`src/core/sgl_pkg.sv`:
```
package sgl_pkg;

	// processor local bus
	localparam int ADDR_W        = 32;
	localparam int DATA_W        = 32;
	localparam int BYTE_W        = 8;

	// i/o window: top bit clear, next sixteen bits set
	localparam int IO_TAG_HI     = 30;
	localparam int IO_TAG_LO     = 15;
	localparam int DEV_HI        = 14;
	localparam int DEV_LO        = 5;
	localparam int DEV_W         = DEV_HI - DEV_LO + 1;
	localparam logic [DEV_W-1:0] PIC_DEV = 10'h000;
	localparam logic [DEV_W-1:0] SCC_DEV = 10'h001;

	// register selects taken from the latched address
	localparam int PIC_REG_BIT   = 2;
	localparam int SCC_CHAN_BIT  = 2;
	localparam int SCC_DC_BIT    = 3;

	// timing control counter and per-select wait counts
	localparam int CNT_W         = 4;
	localparam logic [CNT_W-1:0] STROBE_AT = 4'h1;
	localparam logic [CNT_W-1:0] PIC_WAIT  = 4'h4;
	localparam logic [CNT_W-1:0] SCC_WAIT  = 4'h6;
	localparam logic [CNT_W-1:0] DFLT_WAIT = 4'h3;

	// processor: cycles from first ready to second acknowledge
	localparam int CPU_IRQ_IN_ACK_N_GAP      = 5;
	localparam int GAP_W         = 3;

	// vector rotation
	localparam int ROT           = 3;

	function automatic logic [BYTE_W-1:0] from_pic(input logic [BYTE_W-1:0] v);
		from_pic = ~{v[BYTE_W-ROT-1:0], v[BYTE_W-1:BYTE_W-ROT]};
	endfunction

	function automatic logic [BYTE_W-1:0] to_pic(input logic [BYTE_W-1:0] v);
		logic [BYTE_W-1:0] n;
		n = ~v;
		to_pic = {n[ROT-1:0], n[BYTE_W-1:ROT]};
	endfunction

	function automatic logic is_dev(input logic [ADDR_W-1:0] a,
		input logic [DEV_W-1:0] dev);
		is_dev = !a[ADDR_W-1] && (&a[IO_TAG_HI:IO_TAG_LO])
			&& (a[DEV_HI:DEV_LO] == dev);
	endfunction

endpackage

```
`src/core/sgl_bus_if.sv`:
```
`timescale 1ns/1ps
interface sgl_bus_if;
	import sgl_pkg::*;

	logic              addr_strobe_n;
	logic              data_enable_n;
	logic              wr_not_rd;
	logic              cpu_irq_in_ack_n;
	logic [ADDR_W-1:0] addr;
	logic [DATA_W-1:0] wr_data;
	logic [DATA_W-1:0] rd_data;
	logic              rd_oe_n;
	logic              ready_n;
	logic              cpu_irq_in;

	modport glue (
		input  addr_strobe_n,
		input  data_enable_n,
		input  wr_not_rd,
		input  cpu_irq_in_ack_n,
		input  addr,
		input  wr_data,
		output rd_data,
		output rd_oe_n,
		output ready_n,
		output cpu_irq_in
	);

	modport cpu (
		output addr_strobe_n,
		output data_enable_n,
		output wr_not_rd,
		output cpu_irq_in_ack_n,
		output addr,
		output wr_data,
		input  rd_data,
		input  rd_oe_n,
		input  ready_n,
		input  cpu_irq_in
	);
endinterface

```
`src/core/sgl_glue.sv`:
```
// Function
// - vector to processor: inverted, rotated left three
// - processor priority is vector divided by eight
// - controller priority zero maps to processor highest
// - top two vector bits free for grouping
// - glue pre-compensates controller register writes
// - controller request drives processor interrupt input
// - processor pulses acknowledge twice per interrupt
// - acknowledge without controller select yields ready
// - second acknowledge five cycles after first ready
// - processor captures vector on second acknowledge
// - acknowledge enables buffer toward processor
// - second ready ends acknowledge cycle
// - A2 picks one of two controller registers
// - buffer enable follows gated write command
// - ready ends each peripheral register transfer
// - read or write command from write-not-read
// - selects decoded from latched address
// - A2 drives serial channel select
// - A3 drives serial data-or-command select
// - controller returns vector after resolving priority
// - four-bit counter from strobe and enable to ready
`timescale 1ns/1ps
module sgl_glue
	import sgl_pkg::*;
#(
	parameter logic [CNT_W-1:0] PIC_WAIT_P = PIC_WAIT,
	parameter logic [CNT_W-1:0] SCC_WAIT_P = SCC_WAIT,
	parameter logic [CNT_W-1:0] DFLT_WAIT_P = DFLT_WAIT
)
(
	// clock and reset
	input  wire logic              clk,
	input  wire logic              nrst,
	// processor side
	sgl_bus_if.glue                bus,
	// peripheral selects and commands
	output logic                   pic_select_n,
	output logic                   scc_select_n,
	output logic                   pic_ack_n,
	output logic                   io_rd_n,
	output logic                   io_wr_n,
	// peripheral address lines
	output logic                   pic_reg_sel,
	output logic                   scc_chan_a,
	output logic                   scc_data_ncmd,
	// peripheral byte bus
	input  wire logic [BYTE_W-1:0] per_data_in,
	output logic      [BYTE_W-1:0] per_data_out,
	output logic                   per_data_oe_n,
	// controller request pin
	input  wire logic              pic_irq
);

	// synchronised peripheral reads need two cycles before capture
	if (PIC_WAIT_P <= STROBE_AT + 4'h2 || SCC_WAIT_P <= STROBE_AT + 4'h2
		|| DFLT_WAIT_P <= STROBE_AT)
	begin : g_wait_chk
		$error("wait counts too short for strobe and synchroniser");
	end

	////////////////////////////////////////////////////////////////////////
	// pin synchronisers

	logic              irq_s1_q;
	logic              irq_s2_q;
	logic [BYTE_W-1:0] din_s1_q;
	logic [BYTE_W-1:0] din_s2_q;

	always_ff @(posedge clk or negedge nrst)
	begin
		if (!nrst)
		begin
			irq_s1_q <= 1'b0;
			irq_s2_q <= 1'b0;
			din_s1_q <= 8'h00;
			din_s2_q <= 8'h00;
		end
		else
		begin
			irq_s1_q <= pic_irq;
			irq_s2_q <= irq_s1_q;
			din_s1_q <= per_data_in;
			din_s2_q <= din_s1_q;
		end
	end

	////////////////////////////////////////////////////////////////////////
	// address latch and decode

	logic              busy_q;
	logic              ready_q;
	logic [ADDR_W-1:0] addr_q;
	logic              wr_q;
	logic              cpu_irq_in_ack_n_q;
	logic              start;
	logic              pic_hit;
	logic              scc_hit;

	assign start = !busy_q && !bus.addr_strobe_n;

	always_ff @(posedge clk or negedge nrst)
	begin
		if (!nrst)
		begin
			addr_q <= 32'h0000_0000;
			wr_q   <= 1'b0;
			cpu_irq_in_ack_n_q <= 1'b0;
		end
		else if (start)
		begin
			addr_q <= bus.addr;
			wr_q   <= bus.wr_not_rd;
			cpu_irq_in_ack_n_q <= !bus.cpu_irq_in_ack_n;
		end
	end

	// decoding after the latch keeps selects stable all cycle
	assign pic_hit = !cpu_irq_in_ack_n_q && is_dev(addr_q, PIC_DEV);
	assign scc_hit = !cpu_irq_in_ack_n_q && is_dev(addr_q, SCC_DEV);

	////////////////////////////////////////////////////////////////////////
	// timing control counter

	logic [CNT_W-1:0] cnt_q;
	logic [CNT_W-1:0] wait_cnt;
	logic             run;
	logic             strobe;

	always_comb
	begin
		if (cpu_irq_in_ack_n_q || pic_hit)
			wait_cnt = PIC_WAIT_P;
		else if (scc_hit)
			wait_cnt = SCC_WAIT_P;
		else
			wait_cnt = DFLT_WAIT_P;
	end

	assign run = busy_q && !bus.data_enable_n && !ready_q;

	always_ff @(posedge clk or negedge nrst)
	begin
		if (!nrst)
			busy_q <= 1'b0;
		else if (start)
			busy_q <= 1'b1;
		else if (ready_q)
			busy_q <= 1'b0;
	end

	always_ff @(posedge clk or negedge nrst)
	begin
		if (!nrst)
			cnt_q <= 4'h0;
		else if (start)
			cnt_q <= 4'h0;
		else if (run && cnt_q != 4'hF)
			cnt_q <= cnt_q + 4'h1;
	end

	// unmapped addresses still get ready so the bus never hangs
	always_ff @(posedge clk or negedge nrst)
	begin
		if (!nrst)
			ready_q <= 1'b0;
		else
			ready_q <= run && cnt_q == wait_cnt;
	end

	assign bus.ready_n = !ready_q;

	////////////////////////////////////////////////////////////////////////
	// selects and commands

	assign strobe = run && cnt_q >= STROBE_AT;

	assign pic_select_n  = !(busy_q && pic_hit);
	assign scc_select_n  = !(busy_q && scc_hit);
	assign pic_ack_n     = !(strobe && cpu_irq_in_ack_n_q);
	assign io_rd_n       = !(strobe && !cpu_irq_in_ack_n_q && !wr_q);
	assign io_wr_n       = !(strobe && !cpu_irq_in_ack_n_q && wr_q);
	assign pic_reg_sel   = addr_q[PIC_REG_BIT];
	assign scc_chan_a    = addr_q[SCC_CHAN_BIT];
	assign scc_data_ncmd = addr_q[SCC_DC_BIT];

	////////////////////////////////////////////////////////////////////////
	// byte buffer

	logic [BYTE_W-1:0] wbyte_q;
	logic [DATA_W-1:0] rd_data_q;
	logic              irq_q;

	// write path applies the inverse of the vector wiring, so software
	// need not pre-compensate controller writes
	always_ff @(posedge clk or negedge nrst)
	begin
		if (!nrst)
			wbyte_q <= 8'h00;
		else if (start)
			wbyte_q <= is_dev(bus.addr, PIC_DEV) ?
				to_pic(bus.wr_data[BYTE_W-1:0]) :
				bus.wr_data[BYTE_W-1:0];
	end

	assign per_data_out  = wbyte_q;
	assign per_data_oe_n = !(strobe && !cpu_irq_in_ack_n_q && wr_q
		&& (pic_hit || scc_hit));

	always_ff @(posedge clk or negedge nrst)
	begin
		if (!nrst)
			rd_data_q <= 32'h0000_0000;
		else if (run && cnt_q == wait_cnt && !wr_q)
		begin
			if (cpu_irq_in_ack_n_q || pic_hit)
				rd_data_q <= {24'h00_0000, from_pic(din_s2_q)};
			else
				rd_data_q <= {24'h00_0000, din_s2_q};
		end
	end

	assign bus.rd_data = rd_data_q;
	assign bus.rd_oe_n = !(busy_q && !wr_q
		&& (cpu_irq_in_ack_n_q || pic_hit || scc_hit));

	////////////////////////////////////////////////////////////////////////
	// interrupt request

	always_ff @(posedge clk or negedge nrst)
	begin
		if (!nrst)
			irq_q <= 1'b0;
		else
			irq_q <= irq_s2_q;
	end

	assign bus.cpu_irq_in = irq_q;

endmodule // sgl_glue

```
`src/flat_wrapper.sv`:
```
// flat-port wrapper written by rule: the top's interface ports become plain ports
module sgl_glue_flat import sgl_pkg::*;
#(
	parameter logic [CNT_W-1:0] PIC_WAIT_P = PIC_WAIT,
	parameter logic [CNT_W-1:0] SCC_WAIT_P = SCC_WAIT,
	parameter logic [CNT_W-1:0] DFLT_WAIT_P = DFLT_WAIT
)
  (clk, nrst, pic_select_n, scc_select_n, pic_ack_n, io_rd_n, io_wr_n, pic_reg_sel, scc_chan_a, scc_data_ncmd, per_data_in, per_data_out, per_data_oe_n, pic_irq, bus_addr_strobe_n, bus_data_enable_n, bus_wr_not_rd, bus_cpu_irq_in_ack_n, bus_addr, bus_wr_data, bus_rd_data, bus_rd_oe_n, bus_ready_n, bus_cpu_irq_in);
  sgl_bus_if bus_i ();
  input  wire logic clk;
  input  wire logic nrst;
  output logic pic_select_n;
  output logic scc_select_n;
  output logic pic_ack_n;
  output logic io_rd_n;
  output logic io_wr_n;
  output logic pic_reg_sel;
  output logic scc_chan_a;
  output logic scc_data_ncmd;
  input  wire logic [BYTE_W-1:0] per_data_in;
  output logic      [BYTE_W-1:0] per_data_out;
  output logic per_data_oe_n;
  input  wire logic pic_irq;
  input wire logic [$bits(bus_i.addr_strobe_n)-1:0] bus_addr_strobe_n;
  input wire logic [$bits(bus_i.data_enable_n)-1:0] bus_data_enable_n;
  input wire logic [$bits(bus_i.wr_not_rd)-1:0] bus_wr_not_rd;
  input wire logic [$bits(bus_i.cpu_irq_in_ack_n)-1:0] bus_cpu_irq_in_ack_n;
  input wire logic [$bits(bus_i.addr)-1:0] bus_addr;
  input wire logic [$bits(bus_i.wr_data)-1:0] bus_wr_data;
  output wire logic [$bits(bus_i.rd_data)-1:0] bus_rd_data;
  output wire logic [$bits(bus_i.rd_oe_n)-1:0] bus_rd_oe_n;
  output wire logic [$bits(bus_i.ready_n)-1:0] bus_ready_n;
  output wire logic [$bits(bus_i.cpu_irq_in)-1:0] bus_cpu_irq_in;
  assign bus_i.addr_strobe_n = bus_addr_strobe_n;
  assign bus_i.data_enable_n = bus_data_enable_n;
  assign bus_i.wr_not_rd = bus_wr_not_rd;
  assign bus_i.cpu_irq_in_ack_n = bus_cpu_irq_in_ack_n;
  assign bus_i.addr = bus_addr;
  assign bus_i.wr_data = bus_wr_data;
  assign bus_rd_data = bus_i.rd_data;
  assign bus_rd_oe_n = bus_i.rd_oe_n;
  assign bus_ready_n = bus_i.ready_n;
  assign bus_cpu_irq_in = bus_i.cpu_irq_in;
  sgl_glue #(.PIC_WAIT_P(PIC_WAIT_P), .SCC_WAIT_P(SCC_WAIT_P), .DFLT_WAIT_P(DFLT_WAIT_P)) u_core (.clk(clk), .nrst(nrst), .bus(bus_i), .pic_select_n(pic_select_n), .scc_select_n(scc_select_n), .pic_ack_n(pic_ack_n), .io_rd_n(io_rd_n), .io_wr_n(io_wr_n), .pic_reg_sel(pic_reg_sel), .scc_chan_a(scc_chan_a), .scc_data_ncmd(scc_data_ncmd), .per_data_in(per_data_in), .per_data_out(per_data_out), .per_data_oe_n(per_data_oe_n), .pic_irq(pic_irq));
endmodule
```
`config.mk`:
```
export PLATFORM = sky130hd
export DESIGN_NAME = sgl_glue_flat
export DESIGN_NICKNAME = d
export VERILOG_FILES = /design/src/core/sgl_pkg.sv /design/src/core/sgl_bus_if.sv /design/src/core/sgl_glue.sv /design/src/flat_wrapper.sv
export SDC_FILE = /design/constraint.sdc
export NUM_CORES = 1
export LEC_CHECK = 0
export ABC_AREA = 1
export BUFFER_PORTS_ARGS = -buffer_cell sky130_fd_sc_hd__buf_2
export CAP_MARGIN = 15
export CORE_MARGIN = 2
export CORE_UTILIZATION = 44
export DETAILED_ROUTE_END_ITERATION = 7
export GPL_TIMING_DRIVEN = 1
export HOLD_SLACK_MARGIN = 0.06
export MAX_ROUTING_LAYER = met4
export PLACE_DENSITY = 0.86
export SKIP_LAST_GASP = 1
export SYNTH_ARGS = -nofsm -noshare
export SYNTH_HDL_FRONTEND = slang
export SYNTH_SLANG_ARGS = --single-unit
```
`constraint.sdc`:
```
create_clock -name clk -period 1.6 [get_ports clk]
set_input_delay 0.08 -clock clk [delete_from_list [all_inputs] [get_ports clk]]
set_output_delay 0.08 -clock clk [all_outputs]
set_load 0.02 [all_outputs]
```
**Word level (Yosys, flattened, before mapping)**

Index checks and enable logic that the tools add are counted.

- $add $sub $neg: 1
- Magnitude comparators: 1
- Eq/ne operators: 3
- Multiplexer cells: 8
- Bitwise logic cells: 2
- Reduce and logical (&&, ||, !) cells: 48

Operators with widths:

| kind | count |
|---|---|
| $reduce_and A16 Y1 | 2 |
| $logic_and A1 B1 Y1 | 23 |
| $logic_not A10 Y1 | 2 |
| $logic_not A1 Y1 | 16 |
| $mux W8 | 2 |
| $not A8 Y8 | 2 |
| $mux W4 | 3 |
| $eq A10 B1 Y1 const B | 1 |
| $add A4 B1 Y4 const B | 1 |
| $eq A4 B4 Y1 | 1 |
| $ge A4 B1 Y1 const B | 1 |
| $ne A4 B4 Y1 const B | 1 |
| $reduce_bool A2 Y1 | 2 |
| $logic_or A1 B1 Y1 | 3 |
| $mux W3 | 1 |
| $mux W1 | 2 |

- Register bits: 99
- Input bits: 79

**Depth between registers and ports, before layout**

- Depth after elaboration: 9
- Mapped depth: 11

**Least setup slack after synthesis**

OpenSTA, ideal clock, no wires.

- Path type: reg2reg
- Start: register u_core.addr_q[7]
- End: register u_core.rd_data_q[1], in the netlist u_core.bus.rd_data[1]
- Library setup time: 0.117 ns
- Data arrival time: 1.367 ns
- Required time: 1.483 ns
- Path slack: 0.116 ns
- Cell stages (with the launch flop): 11
- Cell sequence: dfrtp_1 nor2_1 nand3_1 nor2_2 nand3_4 nand3_2 nand2_4 nor2_8 nand3_4 nand2_1 nand2_1

- Cells in the longest elaborated chain, start to end: 8
- Elaborated cells on any way between the ends: 13
- Those cells by class: eq/ne (2); mux (3); reduce/logical (8)

Ends and longest elaborated chain:

| element | RTL line | RTL |
|---|---|---|
| from (decl) | sgl_glue.sv:93 | `logic [ADDR_W-1:0] addr_q;` |
| from (signal assigned) | sgl_glue.sv:112 | `addr_q <= bus.addr;` |
| $eq A10 B1 Y1 / $logic_not A10 Y1 (equally long branches) | sgl_pkg.sv:49 | `&& (a[DEV_HI:DEV_LO] == dev);` |
| $logic_and A1 B1 Y1 | sgl_pkg.sv:49 |  |
| $logic_and A1 B1 Y1, on equally long branches | sgl_glue.sv:120, sgl_glue.sv:119 |  |
| $mux W3 / $logic_or A1 B1 Y1 (equally long branches) | sgl_glue.sv:134, sgl_glue.sv:132, sgl_glue.sv:216 |  |
| $mux W4 | sgl_glue.sv:132 | `if (cpu_irq_in_ack_n_q \|\| pic_hit)` |
| $eq A4 B4 Y1 | sgl_glue.sv:214 | `else if (run && cnt_q == wait_cnt && !wr_q)` |
| $logic_and A1 B1 Y1 (2 in a row) | sgl_glue.sv:214 |  |
| to (signal assigned) | sgl_glue.sv:217 | `rd_data_q <= {24'h00_0000, from_pic(din_s2_q)};` |
| to (signal assigned) | sgl_glue.sv:219 | `rd_data_q <= {24'h00_0000, din_s2_q};` |
| to (decl) | sgl_glue.sv:191 | `logic [DATA_W-1:0] rd_data_q;` |

Several ways; a longest one is shown, not always the timed one.
A chain may end at the register's enable or synchronous reset.

**Worst setup path in the final report**

- Start: register u_core.addr_q[18]
- End: output per_data_oe_n

- Cells in the longest elaborated chain, start to end: 7
- Elaborated cells on any way between the ends: 9
- Those cells by class: reduce/logical (9)

Ends and longest elaborated chain:

| element | RTL line | RTL |
|---|---|---|
| $reduce_and A16 Y1 (*) | sgl_pkg.sv:48 | `is_dev = !a[ADDR_W-1] && (&a[IO_TAG_HI:IO_TAG_LO])` |
| $logic_and A1 B1 Y1 (*) | sgl_pkg.sv:48 |  |
| $logic_and A1 B1 Y1 | sgl_pkg.sv:49 |  |
| $logic_and A1 B1 Y1, on equally long branches | sgl_glue.sv:119, sgl_glue.sv:120 |  |
| $logic_or A1 B1 Y1 (*) | sgl_glue.sv:208 | `&& (pic_hit \|\| scc_hit));` |
| $logic_and A1 B1 Y1 (*) | sgl_glue.sv:208 |  |
| $logic_not A1 Y1 (*) | sgl_glue.sv:207 | `assign per_data_oe_n = !(strobe && !cpu_irq_in_ack_n_q && wr_q` |
| to (decl) | flat_wrapper.sv:22 | `output logic per_data_oe_n;` |

Every way passes the cells marked *; elsewhere a longest branch is shown, timed or not.

==> impl_metrics.py <==
metrics = {
    "setup_path": {
        "timing.rr.start": "u_core.addr_q[18]",
        "setup.worst_path.class": "flop to primary output",
        "reg2reg_slack_ps": -220,
        "path_cells": "nand2_2 > nor2_4 > nand2_4 > nor2_4 > nand3_4 > buf_6 > o21ai_2 > nand3_2 > buf_6",
        "max_stage_delay_ps": 390,
        "crit_arrival_ps": 1770,
        "cp_max_fo": 3,
        "ff2ff_path_depth": 12,
        "cp-end-kind": "primary output",
        "cp_slowest_cell": "dfrtp_1",
        "reg2reg_to": "u_core.bus.rd_data[1]",
        "start_kind": "flop",
        "cp.required_ps": 1520,
    },
    "placed_design": {
        "placed_cells": 582,
        "gp_congestion": 0.866,
        "io_buffers": 79,
        "hpwl_um": 5410,
        "dp_slack_ps": -89.9,
    },
    "status": {
        "violations": "setup timing",
        "status": "finished, violations left",
    },
    "yosys": {
        "synth.largest_area_cell": "dfrtp_1",
        "synth_top_cell_area_share": 0.515,
        "ys_seq_elements": 72,
        "synth_most_common_cell": "nand2_1",
        "yosysWarnings": 0,
        "syn_avg_cell_area_sq_um": 8.72,
        "seq_area_frac_synth": 0.515,
        "syn_inst": 401,
        "synth_edf_count": 0,
        "synth_area_sq_um": 3500,
        "synthFlopType": "dfrtp_1",
        "synthTopCellsByArea": "dfrtp_1, nand2_1, buf_4, nor2_1, inv_1",
        "synth_commonest_cells": "nand2_1, dfrtp_1, nor2_1",
        "async_reset_ff_frac": 1.00,
        "ys_types": 34,
    },
    "global_routing": {
        "gr-usage-all-layers": 0.223,
        "grt_pass1_vias": 3165,
        "grt_overflow": 0,
        "grt_antenna_before_repair": 0,
        "grt_max_degree": 73,
        "grt_pass1_wl_um": 14600,
    },
    "sta": {
        "setup_ws_ps": -252,
        "hold_viol_final": 0,
        "max-slew-margin-rel": 0.624,
        "setup_viol": 15,
        "rsz0062_at_grt": "true",
        "worst_slew_pin_slew_ps": 563,
        "timing.fmax_mhz": 540,
        "fin_skew_ps": 11.7,
        "hold_ws_ps": 103,
        "slew_viol_final": 0,
        "finalCriticalPeriod_ps": 1850,
        "final.period_utilization": 1.16,
    },
    "route": {
        "drtIter0Drc": 263,
        "via_count": 3238,
        "drt.antenna.violating_nets": 0,
        "drt_pre_antenna_iters": 5,
        "post_drt_wl_per_cell_um": 14.1,
        "wl_um": 9190,
        "viasPerCell": 4.97,
        "drc": 0,
    },
    "power": {
        "leakagePower_nw": 2.47,
        "p_total_mw": 7.90,
        "power.density_nw_per_um2": 1570,
        "ir_worst_vdd_mv": 0.883,
    },
    "cells_and_area": {
        "syn_to_final_growth_pct": 43.5,
        "fillCellCount": 598,
        "fin_nets": 627,
        "diodes": 0,
        "drive_above_1_share": 0.351,
        "final_cells": 652,
    },
    "clock_network": {
        "cts-root-buf": "clkbuf_8",
        "cts_tree": "done",
        "cts_buffers": 9,
        "htree_num_levels": 3,
        "cts.sinks": 72,
        "path_clk_slew_ps": 80,
        "clk_latency_ps": 350,
        "clockBufferDepth": 2,
    },
    "die": {
        "fp.dieW_um": 93.2,
        "ios": 131,
        "dieArea_sq_um": 8680,
        "coreArea_sq_um": 7730,
        "floorplan.initialDensity": 0.453,
        "chipHeight_um": 93.2,
        "rows": 32,
    },
    "worst_hold_path": {
        "hold_end": "u_core.per_data_out[4]",
        "hp-start": "bus_wr_data[4]",
        "min_path_cells": 5,
        "min_path_type": "primary input to flop",
    },
    "run": {
        "maxCapViolCount": 0,
    },
}
==> timing repair <==
item | CTS | global route
resized for setup | 43 | 42
pin swaps | 14 | 22
buffers inserted | 12 | 6
cloned | 0 | 1
hold buffers | 42 | 0
endpoints found under the hold margin | 112 | 0
endpoints found under the setup margin | 15 | 28
==> cell families after synthesis <==
kind of cell / synth area share
adder cells (fa/ha/maj): 0.0107
other: 0.00107
AND/OR/NAND/NOR: 0.300
flip-flops: 0.515
AO/OA/AOI/OAI: 0.0597
buffers and inverters: 0.113
==> critical path, delay by kind of cell, from the launching register on <==
| family | cells | cell delay [ps] |
|---|---|---|
| simple gates | 6 | 630 |
| flops | 1 | 390 |
| buf+inv | 2 | 270 |
| compound gates | 1 | 120 |
==> cell type report <==
| class | count | area, sq um | area share |
|---|---|---|---|
| Clock buffer | 9 | 124 | 0.0247 |
| Tap cell | 102 | 128 | 0.0254 |
| Inverter | 37 | 144 | 0.0287 |
| Multi-Input combinational cell | 278 | 1620 | 0.322 |
| Clock inverter | 7 | 55.1 | 0.0110 |
| Timing Repair Buffer | 147 | 1150 | 0.229 |
| Sequential cell | 72 | 1810 | 0.360 |
==> how the worst max path moves through the flow <==
stage	slack, ps	cells past startpoint	end	startpoint
2_1_floorplan	120	10	u_core.bus.rd_data[1]	u_core.addr_q[7]
3_3_place_gp	10	10	u_core.bus.rd_data[2]	u_core.addr_q[9]
3_5_place_dp	-90	10	u_core.bus.rd_data[7]	u_core.addr_q[9]
4_1_cts	-230	8	per_data_oe_n	u_core.addr_q[12]
5_1_grt	-340	8	bus_rd_oe_n	u_core.addr_q[14]
6_report	-250	9	per_data_oe_n	u_core.addr_q[18]
==> layer usage <==
| metal | vias up | global-route usage | part of all wire |
|---|---|---|---|
| met5 | - | - | 0 |
| met4 | 0 | 0.124 | 0.032 |
| met3 | 35 | 0.0411 | 0.063 |
| met2 | 163 | 0.362 | 0.52 |
| met1 | 1525 | 0.264 | 0.39 |
| li1 | 1515 | - | - |
==> through the flow <==
step                      utilization  TNS (ps)  cell area, sq um
after detailed placement        0.520      -549              4020
final                           0.649     -2420              5020
after global routing            0.649     -3710              5020
after CTS                       0.630     -2030              4860
after global placement          0.520         0              4020
after floorplan                     -         0              3580
==> where the power goes <==
| group | switching (mW) | total (mW) | internal, mW |
|---|---|---|---|
| clock network | 0.748 | 1.32 | 0.575 |
| registers | 0.468 | 2.93 | 2.47 |
| logic | 2.20 | 3.65 | 1.44 |
==> registers in the layout, indices dropped and copies added, names as in the netlist <==
| signal | flops |
|---|---|
| u_core.wr_q | 1 |
| u_core.bus.rd_data | 8 |
| u_core.busy_q | 1 |
| u_core.bus.cpu_irq_in | 1 |
| u_core.din_s1_q | 8 |
| u_core.irq_s2_q | 1 |
| u_core.cnt_q | 4 |
| u_core.din_s2_q | 8 |
| u_core.cpu_irq_in_ack_n_q | 1 |
| u_core.addr_q | 29 |
| u_core.per_data_out | 8 |
| u_core.irq_s1_q | 1 |
| u_core.ready_q | 1 |
==> placed cells by master (no fill, tap or decap), types with 4 or more instances in the layout <==
cell	count
a21oi_1	7
buf_12	4
buf_2	67
buf_4	21
buf_6	13
clkbuf_8	9
conb_1	24
dfrtp_1	69
dlygate4sd3_1	39
inv_1	22
inv_2	13
nand2_1	106
nand2_2	9
nand2_4	4
nand3_1	8
nand3_2	10
nand4_1	15
nor2_1	32
nor2_2	5
nor2_4	8
o21ai_0	12
o21ai_1	10
Power figures use the tool's default switching activity.
